## src/seil_map.svh

```systemverilog
`ifndef SEIL_MAP_SVH
`define SEIL_MAP_SVH

// Clock rate in kHz (250 MHz)
`define SEIL_CLK_KHZ        250000
// Debounce times in ms
`define SEIL_DEB_SHORT_MS   1
`define SEIL_DEB_LONG_MS    1000
// Clock output tri-state time after power-on, in ms
`define SEIL_TPOR_MS        6
// Start-up time for mirror load, in ms (0.1 s, refresh ~66 ms inside)
`define SEIL_TSTART_MS      100
// Derived cycle counts (exact products; longest fits in 32 bits)
`define SEIL_DEB_SHORT_CYC  (`SEIL_DEB_SHORT_MS * `SEIL_CLK_KHZ)
`define SEIL_DEB_LONG_CYC   (`SEIL_DEB_LONG_MS * `SEIL_CLK_KHZ)
`define SEIL_TPOR_CYC       (`SEIL_TPOR_MS * `SEIL_CLK_KHZ)
`define SEIL_TSTART_CYC     (`SEIL_TSTART_MS * `SEIL_CLK_KHZ)
// Switchover mode encodings
`define SEIL_BSM_DIRECT     2'h1
`define SEIL_BSM_LEVEL      2'h2
// Time stamp reset value
`define SEIL_STAMP_RST      8'h00
`define SEIL_HUND_RST       8'h00

`endif

```

## src/seil_pkg.sv

```systemverilog
`default_nettype none
package seil_pkg;
    // Start-up sequence of the clock output and mirror load
    typedef enum logic [1:0] {
        SEIL_ST_HIZ,
        SEIL_ST_LOAD,
        SEIL_ST_RUN
    } seil_start_t;
    // Clock output gating states
    typedef enum logic [1:0] {
        SEIL_CK_OFF,
        SEIL_CK_SYNC,
        SEIL_CK_ON
    } seil_ck_t;
endpackage
`default_nettype wire

```

## src/seil_cnt.sv

```systemverilog
`timescale 1ns/10ps
`default_nettype none
// Loadable down counter; done pulses when the count reaches zero
module seil_cnt (
    input  wire logic        mclk_i,
    input  wire logic        nrst_i,
    input  wire logic        load_i,
    input  wire logic [31:0] value_i,
    output logic             busy_o,
    output logic             done_o
);
    logic [31:0] cnt_q; // Remaining cycles

    // Count down after a load
    always_ff @(posedge mclk_i or negedge nrst_i) begin
        if (!nrst_i) begin
            cnt_q  <= 32'h0;
            busy_o <= 1'b0;
            done_o <= 1'b0;
        end else if (load_i) begin
            cnt_q  <= value_i;
            busy_o <= 1'b1;
            done_o <= 1'b0;
        end else if (busy_o) begin
            cnt_q  <= cnt_q - 32'h1;
            done_o <= (cnt_q == 32'h1);
            busy_o <= (cnt_q != 32'h1);
        end else begin
            done_o <= 1'b0;
        end
    end
endmodule
`default_nettype wire

```

## src/seil_stamp.sv

```systemverilog
`timescale 1ns/10ps
`default_nettype none
// Temperature-high stamp store: count plus six time bytes
module seil_stamp (
    input  wire logic        mclk_i,
    input  wire logic        nrst_i,
    input  wire logic        clear_i,
    input  wire logic        event_i,
    input  wire logic        overwrite_i,
    input  wire logic [47:0] time_i,
    output logic      [7:0]  count_o,
    output logic      [47:0] stamp_o
);
    `include "seil_map.svh"

    // Count always; stamp first event or every event
    always_ff @(posedge mclk_i or negedge nrst_i) begin
        if (!nrst_i) begin
            count_o <= `SEIL_STAMP_RST;
            stamp_o <= 48'h0;
        end else if (clear_i) begin
            count_o <= `SEIL_STAMP_RST;
            stamp_o <= 48'h0;
        end else if (event_i) begin
            count_o <= count_o + 8'h1;
            if (overwrite_i || count_o == 8'h00) begin
                stamp_o <= time_i;
            end
        end
    end
endmodule
`default_nettype wire

```

## src/seil_top.sv

```systemverilog
// Behaviour
// - Clock halt stops high-temperature comparison
// - Seconds write or sync event clears hundredths
// - Threshold usable as storage when detection off
// - Overwrite selects stamp; counter always counts
// - Stamp reset clears stamps, flag; reads 0
// - High-clock-enable: high interrupt enables clock output
// - Delay high-temperature interrupt until clock output is on
// - Detect-enable rising edge starts high detection
// - Status write clears high and low flags
// - Switchover flag sets only in modes 01/10
// - Switchover enable gates interrupt output low
// - Flags sticky except power-on; enable gates; no re-trigger
// - Interrupt releases when flag cleared
// - Return to main: debounce 1 or 1000 ms
// - Power-on startup sets flag, may interrupt
// - Enable mirror loaded after 0.1 s start-up
// - Supply below reset level clears power flag
// - Clock output Hi-Z 6 ms, low, then sync
// - Once-per-second sample sets voltage-low flag
// - Voltage-low flag clears only by software
// - Low voltage: stop compensation, clock low, bus off
// - Voltage-low enable lives in nonvolatile byte
// - Stamp reset releases interrupt output
`timescale 1ns/10ps
`default_nettype none
module seil_top (
    input  wire logic        mclk_i,
    input  wire logic        nrst_i,
    input  wire logic        tick_1hz_i,
    input  wire logic        clock_halt_i,
    input  wire logic        temp_above_i,
    input  wire logic        temp_below_i,
    input  wire logic        temp_high_detect_en_i,
    input  wire logic        temp_high_irq_en_i,
    input  wire logic        temp_high_overwrite_i,
    input  wire logic        temp_high_stamp_reset_i,
    input  wire logic        temp_high_clock_out_en_i,
    input  wire logic        irq_delay_en_i,
    input  wire logic [47:0] time_i,
    input  wire logic        seconds_wr_i,
    input  wire logic        event_sync_en_i,
    input  wire logic        event_input_pin_i,
    input  wire logic        status_wr_i,
    input  wire logic        temp_low_set_i,
    input  wire logic [1:0]  switchover_mode_i,
    input  wire logic        switchover_irq_en_i,
    input  wire logic        on_backup_i,
    input  wire logic        por_level_ok_i,
    input  wire logic        nv_power_on_irq_en_i,
    input  wire logic        nv_volt_low_irq_en_i,
    input  wire logic        volt_low_i,
    input  wire logic        flag_clr_high_i,
    input  wire logic        flag_clr_switch_i,
    input  wire logic        flag_clr_power_i,
    input  wire logic        flag_clr_volt_i,
    input  wire logic        clk_out_req_i,
    input  wire logic        clk_sync_i,
    output logic             temp_high_flag_o,
    output logic             temp_low_flag_o,
    output logic             switchover_flag_o,
    output logic             power_on_flag_o,
    output logic             volt_low_flag_o,
    output logic             power_on_irq_en_o,
    output logic             volt_low_irq_en_o,
    output logic             temp_high_stamp_reset_o,
    output logic [7:0]       temp_high_count_o,
    output logic [47:0]      temp_high_stamp_o,
    output logic             hund_clear_o,
    output logic             event_sync_clr_o,
    output logic             comp_run_o,
    output logic             bus_enable_o,
    output logic             irq_n_o,
    output logic             irq_n_oe_o,
    output logic             clock_output_pin_o,
    output logic             clock_output_pin_oe_o
);
    import seil_pkg::*;
    `include "seil_map.svh"

    seil_start_t st_q;          // Start-up phase
    seil_ck_t    ck_q;          // Clock output gate state
    logic        det_en_q;      // Delayed detect enable
    logic        det_arm_q;     // High detection armed
    logic        bak_q;         // Delayed backup state
    logic        por_q;         // Delayed reset level
    logic        deb_load;      // Debounce start
    logic        deb_busy;      // Debounce running
    logic        st_load;       // Start-up timer start
    logic        st_done;       // Start-up phase done
    logic [31:0] st_val;        // Start-up phase length
    logic        high_evt;      // New high-temperature event
    logic        irq_any;       // Any gated source pending
    logic        src_high;      // High source for interrupt

    // Debounce timer for return to main supply
    seil_cnt u_deb (
        .mclk_i  (mclk_i),
        .nrst_i  (nrst_i),
        .load_i  (deb_load),
        .value_i (volt_low_flag_o ? `SEIL_DEB_LONG_CYC
                                  : `SEIL_DEB_SHORT_CYC),
        .busy_o  (deb_busy),
        .done_o  ()
    );

    // Start-up timer, shared by tri-state and mirror load phases
    seil_cnt u_st (
        .mclk_i  (mclk_i),
        .nrst_i  (nrst_i),
        .load_i  (st_load),
        .value_i (st_val),
        .busy_o  (),
        .done_o  (st_done)
    );

    // High-temperature stamp store
    seil_stamp u_stamp (
        .mclk_i      (mclk_i),
        .nrst_i      (nrst_i),
        .clear_i     (temp_high_stamp_reset_i),
        .event_i     (high_evt),
        .overwrite_i (temp_high_overwrite_i),
        .time_i      (time_i),
        .count_o     (temp_high_count_o),
        .stamp_o     (temp_high_stamp_o)
    );

    // Edge trackers for enables and supply states
    always_ff @(posedge mclk_i or negedge nrst_i) begin
        if (!nrst_i) begin
            det_en_q <= 1'b0;
            bak_q    <= 1'b0;
            por_q    <= 1'b0;
        end else begin
            det_en_q <= temp_high_detect_en_i;
            bak_q    <= on_backup_i;
            por_q    <= por_level_ok_i;
        end
    end

    // Detection arms only on a 0 to 1 enable edge
    always_ff @(posedge mclk_i or negedge nrst_i) begin
        if (!nrst_i) begin
            det_arm_q <= 1'b0;
        end else if (!temp_high_detect_en_i) begin
            det_arm_q <= 1'b0;
        end else if (!det_en_q) begin
            det_arm_q <= 1'b1;
        end
    end

    // Comparison runs on the tick, not while halted or low
    assign high_evt = det_arm_q && tick_1hz_i && !clock_halt_i
                    && !volt_low_i && temp_above_i;

    // High flag: set beats software clears; reset and status clear
    always_ff @(posedge mclk_i or negedge nrst_i) begin
        if (!nrst_i) begin
            temp_high_flag_o <= 1'b0;
        end else if (high_evt && temp_high_irq_en_i) begin
            temp_high_flag_o <= 1'b1;
        end else if (temp_high_stamp_reset_i || status_wr_i
                     || flag_clr_high_i) begin
            temp_high_flag_o <= 1'b0;
        end
    end

    // Low flag only cleared here; set comes from outside
    always_ff @(posedge mclk_i or negedge nrst_i) begin
        if (!nrst_i) begin
            temp_low_flag_o <= 1'b0;
        end else if (temp_low_set_i) begin
            temp_low_flag_o <= 1'b1;
        end else if (status_wr_i) begin
            temp_low_flag_o <= 1'b0;
        end
    end

    // Stamp reset always reads back as zero
    always_ff @(posedge mclk_i or negedge nrst_i) begin
        if (!nrst_i) begin
            temp_high_stamp_reset_o <= 1'b0;
        end else begin
            temp_high_stamp_reset_o <= 1'b0;
        end
    end

    // Hundredths clear on seconds write or synced event
    always_ff @(posedge mclk_i or negedge nrst_i) begin
        if (!nrst_i) begin
            hund_clear_o     <= 1'b0;
            event_sync_clr_o <= 1'b0;
        end else begin
            hund_clear_o <= seconds_wr_i
                || (event_sync_en_i && event_input_pin_i);
            event_sync_clr_o <= event_sync_en_i && event_input_pin_i;
        end
    end

    // Switchover flag: sets on main-to-backup in mode 01 or 10
    always_ff @(posedge mclk_i or negedge nrst_i) begin
        if (!nrst_i) begin
            switchover_flag_o <= 1'b0;
        end else if (on_backup_i && !bak_q
                     && (switchover_mode_i == `SEIL_BSM_DIRECT
                      || switchover_mode_i == `SEIL_BSM_LEVEL)) begin
            switchover_flag_o <= 1'b1;
        end else if (flag_clr_switch_i) begin
            switchover_flag_o <= 1'b0;
        end
    end

    // Debounce starts when backup returns to main
    assign deb_load = bak_q && !on_backup_i;

    // Power-on flag: set on rise above reset level, clear on fall
    always_ff @(posedge mclk_i or negedge nrst_i) begin
        if (!nrst_i) begin
            power_on_flag_o <= 1'b0;
        end else if (por_level_ok_i && !por_q) begin
            power_on_flag_o <= 1'b1;
        end else if (!por_level_ok_i) begin
            power_on_flag_o <= 1'b0;
        end else if (flag_clr_power_i) begin
            power_on_flag_o <= 1'b0;
        end
    end

    // Voltage-low flag: sampled at 1 Hz, software clear only
    always_ff @(posedge mclk_i or negedge nrst_i) begin
        if (!nrst_i) begin
            volt_low_flag_o <= 1'b0;
        end else if (tick_1hz_i && volt_low_i) begin
            volt_low_flag_o <= 1'b1;
        end else if (flag_clr_volt_i) begin
            volt_low_flag_o <= 1'b0;
        end
    end

    // Start-up sequence: tri-state, then mirror load
    always_comb begin
        st_load = 1'b0;
        st_val  = `SEIL_TPOR_CYC;
        if (!por_level_ok_i) begin
            st_load = 1'b0;
        end else if (!por_q) begin
            st_load = 1'b1;
        end else if (st_q == SEIL_ST_HIZ && st_done) begin
            st_load = 1'b1;
            st_val  = `SEIL_TSTART_CYC - `SEIL_TPOR_CYC;
        end
    end

    // Phase register; mirrors load once start-up completes
    always_ff @(posedge mclk_i or negedge nrst_i) begin
        if (!nrst_i) begin
            st_q              <= SEIL_ST_HIZ;
            power_on_irq_en_o <= 1'b0;
            volt_low_irq_en_o <= 1'b0;
        end else if (!por_level_ok_i) begin
            st_q              <= SEIL_ST_HIZ;
            power_on_irq_en_o <= 1'b0;
        end else begin
            case (st_q)
                SEIL_ST_HIZ: begin
                    if (st_done) begin
                        st_q <= SEIL_ST_LOAD;
                    end
                end
                SEIL_ST_LOAD: begin
                    if (st_done) begin
                        st_q              <= SEIL_ST_RUN;
                        power_on_irq_en_o <= nv_power_on_irq_en_i;
                        volt_low_irq_en_o <= nv_volt_low_irq_en_i;
                    end
                end
                SEIL_ST_RUN: begin
                    volt_low_irq_en_o <= nv_volt_low_irq_en_i;
                end
                default: st_q <= SEIL_ST_HIZ;
            endcase
        end
    end

    // Clock output: off, waiting for sync edge, or on
    always_ff @(posedge mclk_i or negedge nrst_i) begin
        if (!nrst_i) begin
            ck_q <= SEIL_CK_OFF;
        end else if (st_q == SEIL_ST_HIZ || volt_low_i) begin
            ck_q <= SEIL_CK_OFF;
        end else begin
            case (ck_q)
                SEIL_CK_OFF: begin
                    if (clk_out_req_i || (temp_high_clock_out_en_i
                                          && src_high)) begin
                        ck_q <= SEIL_CK_SYNC;
                    end
                end
                SEIL_CK_SYNC: begin
                    if (clk_sync_i) begin
                        ck_q <= SEIL_CK_ON;
                    end
                end
                SEIL_CK_ON: begin
                    if (!clk_out_req_i && !(temp_high_clock_out_en_i
                                            && src_high)) begin
                        ck_q <= SEIL_CK_OFF;
                    end
                end
                default: ck_q <= SEIL_CK_OFF;
            endcase
        end
    end

    // Pin driver: Hi-Z during reset window, low when gated off
    always_ff @(posedge mclk_i or negedge nrst_i) begin
        if (!nrst_i) begin
            clock_output_pin_o    <= 1'b0;
            clock_output_pin_oe_o <= 1'b1;
        end else begin
            clock_output_pin_oe_o <= (st_q == SEIL_ST_HIZ);
            clock_output_pin_o    <= (ck_q == SEIL_CK_ON) && clk_sync_i;
        end
    end

    // Bus off under low voltage, backup or debounce; compensation off under low voltage or halt
    always_ff @(posedge mclk_i or negedge nrst_i) begin
        if (!nrst_i) begin
            comp_run_o   <= 1'b0;
            bus_enable_o <= 1'b0;
        end else begin
            comp_run_o   <= !volt_low_i && !clock_halt_i;
            bus_enable_o <= !volt_low_i && !deb_busy
                            && !deb_load && !on_backup_i;
        end
    end

    // High source waits for clock output when delay is set
    assign src_high = temp_high_flag_o && temp_high_irq_en_i;
    assign irq_any  = (src_high && (!irq_delay_en_i
                                    || ck_q == SEIL_CK_ON))
                    || (switchover_flag_o && switchover_irq_en_i)
                    || (power_on_flag_o && power_on_irq_en_o)
                    || (volt_low_flag_o && volt_low_irq_en_o);

    // Open-drain interrupt: enable low while pulling low
    always_ff @(posedge mclk_i or negedge nrst_i) begin
        if (!nrst_i) begin
            irq_n_o    <= 1'b1;
            irq_n_oe_o <= 1'b1;
        end else begin
            irq_n_o    <= !irq_any;
            irq_n_oe_o <= !irq_any || temp_high_stamp_reset_i;
        end
    end

    // Interrupt releases the cycle after every flag is down
    a_irq_release: assert property (
        @(posedge mclk_i) disable iff (!nrst_i)
        !(temp_high_flag_o || switchover_flag_o || power_on_flag_o
          || volt_low_flag_o) |=> irq_n_oe_o) else $error("irq held low");
    // Switchover flag only rises in mode 01 or 10
    a_switch_mode: assert property (
        @(posedge mclk_i) disable iff (!nrst_i)
        $rose(switchover_flag_o) |-> ^$past(switchover_mode_i))
        else $error("switchover in off mode");
    // Voltage flag stays unless software clears
    a_volt_sticky: assert property (
        @(posedge mclk_i) disable iff (!nrst_i)
        $fell(volt_low_flag_o) |-> $past(flag_clr_volt_i))
        else $error("volt flag self-cleared");
    // Status write clears high flag without event
    a_status_clr: assert property (
        @(posedge mclk_i) disable iff (!nrst_i)
        (status_wr_i && !high_evt) |=> !temp_high_flag_o)
        else $error("status write ignored");
    // Falling below reset level clears power flag
    a_por_clear: assert property (
        @(posedge mclk_i) disable iff (!nrst_i)
        (!por_level_ok_i) |=> !power_on_flag_o)
        else $error("power flag kept");
    // No new count while halted, unless the stamp reset clears it
    a_halt_stop: assert property (
        @(posedge mclk_i) disable iff (!nrst_i)
        (clock_halt_i && !temp_high_stamp_reset_i)
        |=> $stable(temp_high_count_o)) else $error("event while halted");
    // Clock low under low voltage
    a_low_clk: assert property (
        @(posedge mclk_i) disable iff (!nrst_i)
        volt_low_i |=> ##1 !clock_output_pin_o)
        else $error("clock output under low voltage");
    // Bus off during debounce
    a_deb_bus: assert property (
        @(posedge mclk_i) disable iff (!nrst_i)
        deb_busy |=> !bus_enable_o) else $error("bus on in debounce");
endmodule
`default_nettype wire

```

## config.mk

```make
export PLATFORM = sky130hd
export DESIGN_NAME = seil_top
export DESIGN_NICKNAME = d
export VERILOG_FILES = /design/src/seil_pkg.sv /design/src/seil_cnt.sv /design/src/seil_stamp.sv /design/src/seil_top.sv
export VERILOG_INCLUDE_DIRS = /design/src
export SDC_FILE = /design/constraint.sdc
export NUM_CORES = 1
export LEC_CHECK = 0
export BUFFER_PORTS_ARGS = -buffer_cell sky130_fd_sc_hd__buf_2
export CORE_MARGIN = 2
export CORE_UTILIZATION = 40
export DETAILED_ROUTE_END_ITERATION = 16
export PLACE_DENSITY = 0.62
export REMOVE_ABC_BUFFERS = 1
export SETUP_SLACK_MARGIN = 0.02
export SYNTH_ARGS = -nofsm -noshare
export SYNTH_HDL_FRONTEND = slang
export SYNTH_SLANG_ARGS = --single-unit
```

## constraint.sdc

```tcl
create_clock -name mclk_i -period 2.8 [get_ports mclk_i]
set_input_delay 0 -clock mclk_i [delete_from_list [all_inputs] [get_ports mclk_i]]
set_output_delay 0 -clock mclk_i [all_outputs]
set_load 0.1 [all_outputs]
```

; After elaboration in Yosys (flattened, before gate mapping)
; Cells that the tools add are included.
[totals]
reg_bits = 146
in_bits = 79
out_inout_bits = 72
elab_cells = 164
[classes]
n_addsub = 3
eq_ne = 20
muxes = 49
reduce_logical = 64
[ops]
columns = cell, n
row1 = $mux 32, 6
row2 = $mux 48, 3
row3 = $ne 32x1->1 const B, 2
row4 = $sub 32x1->32 const B, 2
row5 = $eq 32x1->1 const B, 1
row6 = $mux 28, 1
row7 = $mux 1, 26
row8 = $mux 25, 1
row9 = $logic_and 1x1->1, 24
row10 = $reduce_bool 2->1, 9
row11 = $mux 8, 2
row12 = $mux 2, 7
row13 = $logic_or 1x1->1, 12
row14 = $pmux 2 s3, 2
row15 = $logic_not 1->1, 11
row16 = $ne 3x3->1 const B, 3
row17 = $reduce_and 3->1, 3
row18 = $add 8x1->8 const B, 1
row19 = $logic_not 8->1, 1
row20 = $eq 2x1->1 const B, 3
row21 = $eq 2x2->1 const B, 3
row22 = $ne 2x1->1 const B, 3
row23 = $ne 3x2->1 const B, 2
row24 = $logic_not 2->1, 2
row25 = 4 further kinds, 6

; Logic depth before layout (Yosys ltp)
[logic_depth]
word_depth = 8
mapped_depth = 9
ltp_nobuf = 7

; Hierarchy
; From an unflattened synthesis, not the netlist that was laid out.
[unflattened]
hier_cells = 719
area_unflattened_um2 = 7490.9
[modules_own_cells]
columns = mod, n_inst, cells_each, area_each_um2, seq_area_each_um2
row1 = seil_cnt, 2, 222, 1984.4, 850.8
row2 = seil_stamp, 1, 197, 2600.0, 1401.3
row3 = seil_top, 1, 78, 922.1, 579.3

; Worst setup path after synthesis
; No wires, ideal clock.
[synth_path]
path_kind = register to register
startpoint = reg u_stamp.count_o[0]
endpoint = reg u_stamp.stamp_o[24]
setup_ps = 122
arrival_time_ps = 2337
required_time_ps = 2678
setup_slack_ps = 341
path_stages_with_launch = 10
n_path_buf = 2
synth_period_minus_slack_ps = 2459
path_cell_list = dfrtp_1 > inv_1 > ha_1 > or4b_1 > nor4_1 > o21a_1 > nor2_1 > buf_6 > buf_2 > a22o_1
[synth_via]
elab_chain_len = 4
[synth_rtl]
columns = element, line
row1 = start: declaration, seil_stamp.sv:11  ; output logic [7:0] count_o,
row2 = start signal: assignment, seil_stamp.sv:19  ; count_o <= `SEIL_STAMP_RST;
row3 = start signal: assignment, seil_stamp.sv:22  ; count_o <= `SEIL_STAMP_RST;
row4 = start signal: assignment, seil_stamp.sv:25  ; count_o <= count_o + 8'h1;
row5 = $logic_not 8->1, seil_stamp.sv:26  ; if (overwrite_i || count_o == 8'h00) begin
row6 = $logic_or 1x1->1, seil_stamp.sv:26
row7 = $reduce_bool 2->1 (no line), n/a
row8 = $reduce_and 2->1 (no line), n/a
row9 = end signal: assignment, seil_stamp.sv:27  ; stamp_o <= time_i;
row10 = end: declaration, seil_stamp.sv:12  ; output logic [47:0] stamp_o
; Every way passes these cells.
; A chain may end at the register's enable or synchronous reset.

; Worst setup path after layout
[layout_path]
startpoint = reg u_stamp.count_o[0]
endpoint = reg u_stamp.stamp_o[16]
; The elaborated chain is that of the path after synthesis.

==> summary.txt <==
STATUS
------------------------------------------------------------------------------------
Run status                                                              complete, no violations

LAYOUT
------------------------------------------------------------------------------------
# nets final                                                                     912
Finished Cell Area                                                          8960 um2
Share of post-route cells with drive strength above 1                         26.19%
Post-Route Utilization                                                        54.61%
Area added between synthesis and finish                                       34.63%

ROUTING
------------------------------------------------------------------------------------
Final routed DRC violation total                                                   0
Number of nets still failing antenna checks after routing                          0
Routed vias                                                                    5,521
Drt pass-1 iters                                                                   4
First DRT Iteration DRCs                                                         291
Drt via density                                                                5.204
Drt total wl                                                                16.70 mm
Post-detailed-route wirelength per cell                                     15.74 um

CLOCKING
------------------------------------------------------------------------------------
Clock tree from TritonCTS                                                      built
Clock latency of the later-clocked register in the worst-skew pair            420 ps
CTS clk-pin slew, worst paths                                                  70 ps
Buffer levels on the longest clock path                                            2
H-tree level count                                                                 4
Number of clock sinks seen by CTS                                                146
Inserted Clock Buffers                                                            17
Post-CTS Setup Bufs                                                                0
Buffer cell driving the clock tree root                                 sky130_fd_sc_hd__clkbuf_16

WORST SETUP PATH
------------------------------------------------------------------------------------
Delay of the slowest cell on the worst path                                   830 ps
Worst reg-to-reg setup slack                                                  510 ps
Critical path peak fanout                                                         48
Beginning of the critical path                                          u_stamp.count_o[0]
Arrival time of the worst setup path                                         2640 ps
Endpoint required time on the critical path                                  3160 ps
Critical path buffers and inverters                                                1
Critical Path Sink Type                                                     register
Kind of launch point of the worst setup path                                register
Kind of cell adding the most delay to the critical path                 simple AND/OR/NAND/NOR gates
Slowest cell on the critical path                                       sky130_fd_sc_hd__nor2_4
Critical path class                                                     register to register
Chain of cells forming the critical path                                inv_1 -> ha_1 -> or4b_1 -> nor4_1 -> o21a_1 -> nor2_4 -> a22o_1
Beginning of the worst register-to-register path                        u_stamp.count_o[0]

LOGIC SYNTHESIS
------------------------------------------------------------------------------------
Top-count cell post-synth                                               sky130_fd_sc_hd__dfrtp_1
Synth Area in Simple Gates                                                    19.76%
Mapped Area                                                                 6655 um2
Number of synthesized register bits                                              146
Asr flop ratio synth                                                          100.0%
Mux cell area share after synthesis                                          0.7708%
Post-synthesis average cell area                                           11.00 um2
Number of distinct library cells after synthesis                                  65
Fraction of the mapped netlist area in compound gates                         12.78%
EDFF count, synth                                                                  0
Top flip-flop cell by instance count after synthesis                    sky130_fd_sc_hd__dfrtp_1
Sequential share of the synthesized area                                      54.95%
Yosys top cell area share                                                     53.77%
Instance count of the mapped netlist                                             605
Top post-synthesis cells by count                                       sky130_fd_sc_hd__dfrtp_1 (143), sky130_fd_sc_hd__nor2_1 (71), sky130_fd_sc_hd__a22o_1 (48), sky130_fd_sc_hd__nand2_1 (41), sky130_fd_sc_hd__xnor2_1 (41)
Largest cells by area after synthesis                                   sky130_fd_sc_hd__dfrtp_1 (54%), sky130_fd_sc_hd__a22o_1 (6.3%), sky130_fd_sc_hd__xnor2_1 (5.4%)
Synthesized-area fraction occupied by adder cells                             1.128%
Xor and xnor fraction of the mapped netlist area                              7.633%
Leading area contributor after synthesis                                sky130_fd_sc_hd__dfrtp_1
Combinational family with the most area after synthesis                 simple AND/OR/NAND/NOR gates
Ys Warns                                                                           0

FLOORPLANNING
------------------------------------------------------------------------------------
Top-level I/O count                                                              151
Num rows                                                                          47
Die boundary width                                                          133.0 um
Die boundary height                                                         133.0 um
Initial cell density of the core                                              40.56%
Die area                                                                  17,690 um2
Core area                                                                 16,410 um2

PLACEMENT
------------------------------------------------------------------------------------
Weighted congestion at the end of routability-driven global placement         0.7922
Final HPWL from detailed placement                                          10.92 mm
Placed instance area                                                        7632 um2
Pre-CTS setup slack                                                         545.2 ps
Port bufs                                                                        148

STA
------------------------------------------------------------------------------------
Post-route fraction of the period consumed by the critical path               81.66%
Unrepaired setup endpoints after global routing                                   no
Number of slew-limit violations in the final report                                0
Worst setup margin                                                          513.4 ps
Maximum achievable frequency                                              0.4373 GHz
Setup clock skew after layout                                               10.56 ps
Setup total negative slack                                                      0 ps
Final setup violating endpoints                                                    0
Relative slew slack                                                           26.71%
Number of failing hold endpoints at the final stage                                0
Post-layout minimum cycle time                                               2287 ps
Actual transition at the worst max-transition pin                            1097 ps

PWR
------------------------------------------------------------------------------------
Power density normalized to cell area                                   623.5 nW/um2
Maximum VDD drop                                                           0.4244 mV
Design Power                                                                5.586 mW
Lkg Pwr                                                                     4.133 nW

GLOBAL ROUTE
------------------------------------------------------------------------------------
Largest net degree at the start of global routing                                 90
Overflow after GRT                                                                 0
Vias in the first global route                                                 5,665
Initial antenna violation count                                                    1
Total routing resource utilization after global routing                       19.84%
Global-route wire length before repair                                      28.55 mm

MIN PATH
------------------------------------------------------------------------------------
Startpoint of the worst hold path                                       irq_delay_en_i
Worst min-delay path class                                              primary input to register

RUN
------------------------------------------------------------------------------------
MaxCap Viol Count                                                                  0

## registers in the layout, summed over array words and instances (netlist names), 2 cells and up
| name | count |
|---|---|
| ck_q | 2 |
| st_q | 2 |
| u_deb.cnt_q | 32 |
| u_st.cnt_q | 32 |
| u_stamp.count_o | 8 |
| u_stamp.stamp_o | 48 |
## path summary, 6_finish.rpt
| path | to | depth (start not counted) |
|---|---|---|
| max | u_stamp.stamp_o[16] | 7 |
| min | irq_n_oe_o | 4 |
| max reg2reg | u_stamp.stamp_o[16] | 7 |
| min reg2reg | det_arm_q | 1 |
| max in group asynchronous | u_stamp.stamp_o[43] | 3 |
| min in group asynchronous | power_on_flag_o | 2 |
## what timing repair did
action	4_1_cts	5_1_grt
resized for setup	0	0
hold endpoints to repair	165	0
setup endpoints to repair	0	0
hold buffers	74	0
## layout make-up
| class | count | area, um2 |
|---|---|---|
| inverter | 17 | 63.81 |
| clock buffer | 18 | 439.2 |
| antenna | 1 | 2.502 |
| timing repair buffer | 229 | 1565 |
| multi-input combinational | 416 | 2811 |
| sequential | 146 | 3657 |
| tap | 220 | 275.3 |
| fill | 1356 | 7447 |
| clock inverter | 14 | 145.1 |
## metal layers
| layer | vias up | part of all wire [%] | routed length [um] | global-route usage, % |
|---|---|---|---|---|
| li1 | 2614 | - | - | - |
| met1 | 2708 | 45 | 7564 | 26.51 |
| met2 | 153 | 47 | 7909 | 30.97 |
| met3 | 46 | 3.9 | 644 | 3.908 |
| met4 | 0 | 3.5 | 577 | 9.857 |
| met5 | - | 0 | 0 | 0 |
## layout by cell type (no fill, tap or decap), drive strengths merged, types with 6 or more instances in the layout
cell / n
nor4: 28
ha: 6
buf: 155
a22o: 48
clkbuf: 18
nor3: 20
or3: 8
dfrtp: 143
nor2: 71
nand2: 41
a21oi: 22
a31oi: 7
or2: 8
nand4: 12
nand3: 9
xnor2: 41
o22a: 7
inv: 25
nand2b: 8
xor2: 17
dlygate4sd3: 74
## report_power, final
group	leakage [nW]	switching [mW]	internal [mW]
Clock	0.284	0.969	1.28
Sequential	1.88	0.180	2.26
Combinational	1.97	0.532	0.362
Total	4.13	1.68	3.91
## logic make-up (layout without fill, tap and decap cells)
logic type | after synthesis | in the layout
AND/OR/NAND/NOR | 234 | 234
other | 1 | 2
multiplexers | 5 | 5
flip-flops | 146 | 146
adder cells (fa/ha/maj) | 6 | 6
AO/OA/AOI/OAI | 112 | 112
XOR/XNOR | 58 | 58
buffers and inverters | 43 | 278
## metrics by stage
stage               instances  hold WS [ps]
floorplan                 579        -295.6
global placement          954         123.0
detailed placement        954         127.1
CTS                      1060         30.54
global route             1061         55.46
finish                   1061         41.22
## worst reg2reg max path: stages (launching register included)
cell,delay (ps)
sky130_fd_sc_hd__dfrtp_1,410
sky130_fd_sc_hd__inv_1,60
sky130_fd_sc_hd__ha_1,190
sky130_fd_sc_hd__or4b_1,150
sky130_fd_sc_hd__nor4_1,40
sky130_fd_sc_hd__o21a_1,220
sky130_fd_sc_hd__nor2_4,830
sky130_fd_sc_hd__a22o_1,320
Note: power is estimated with default switching activity, not from simulation.
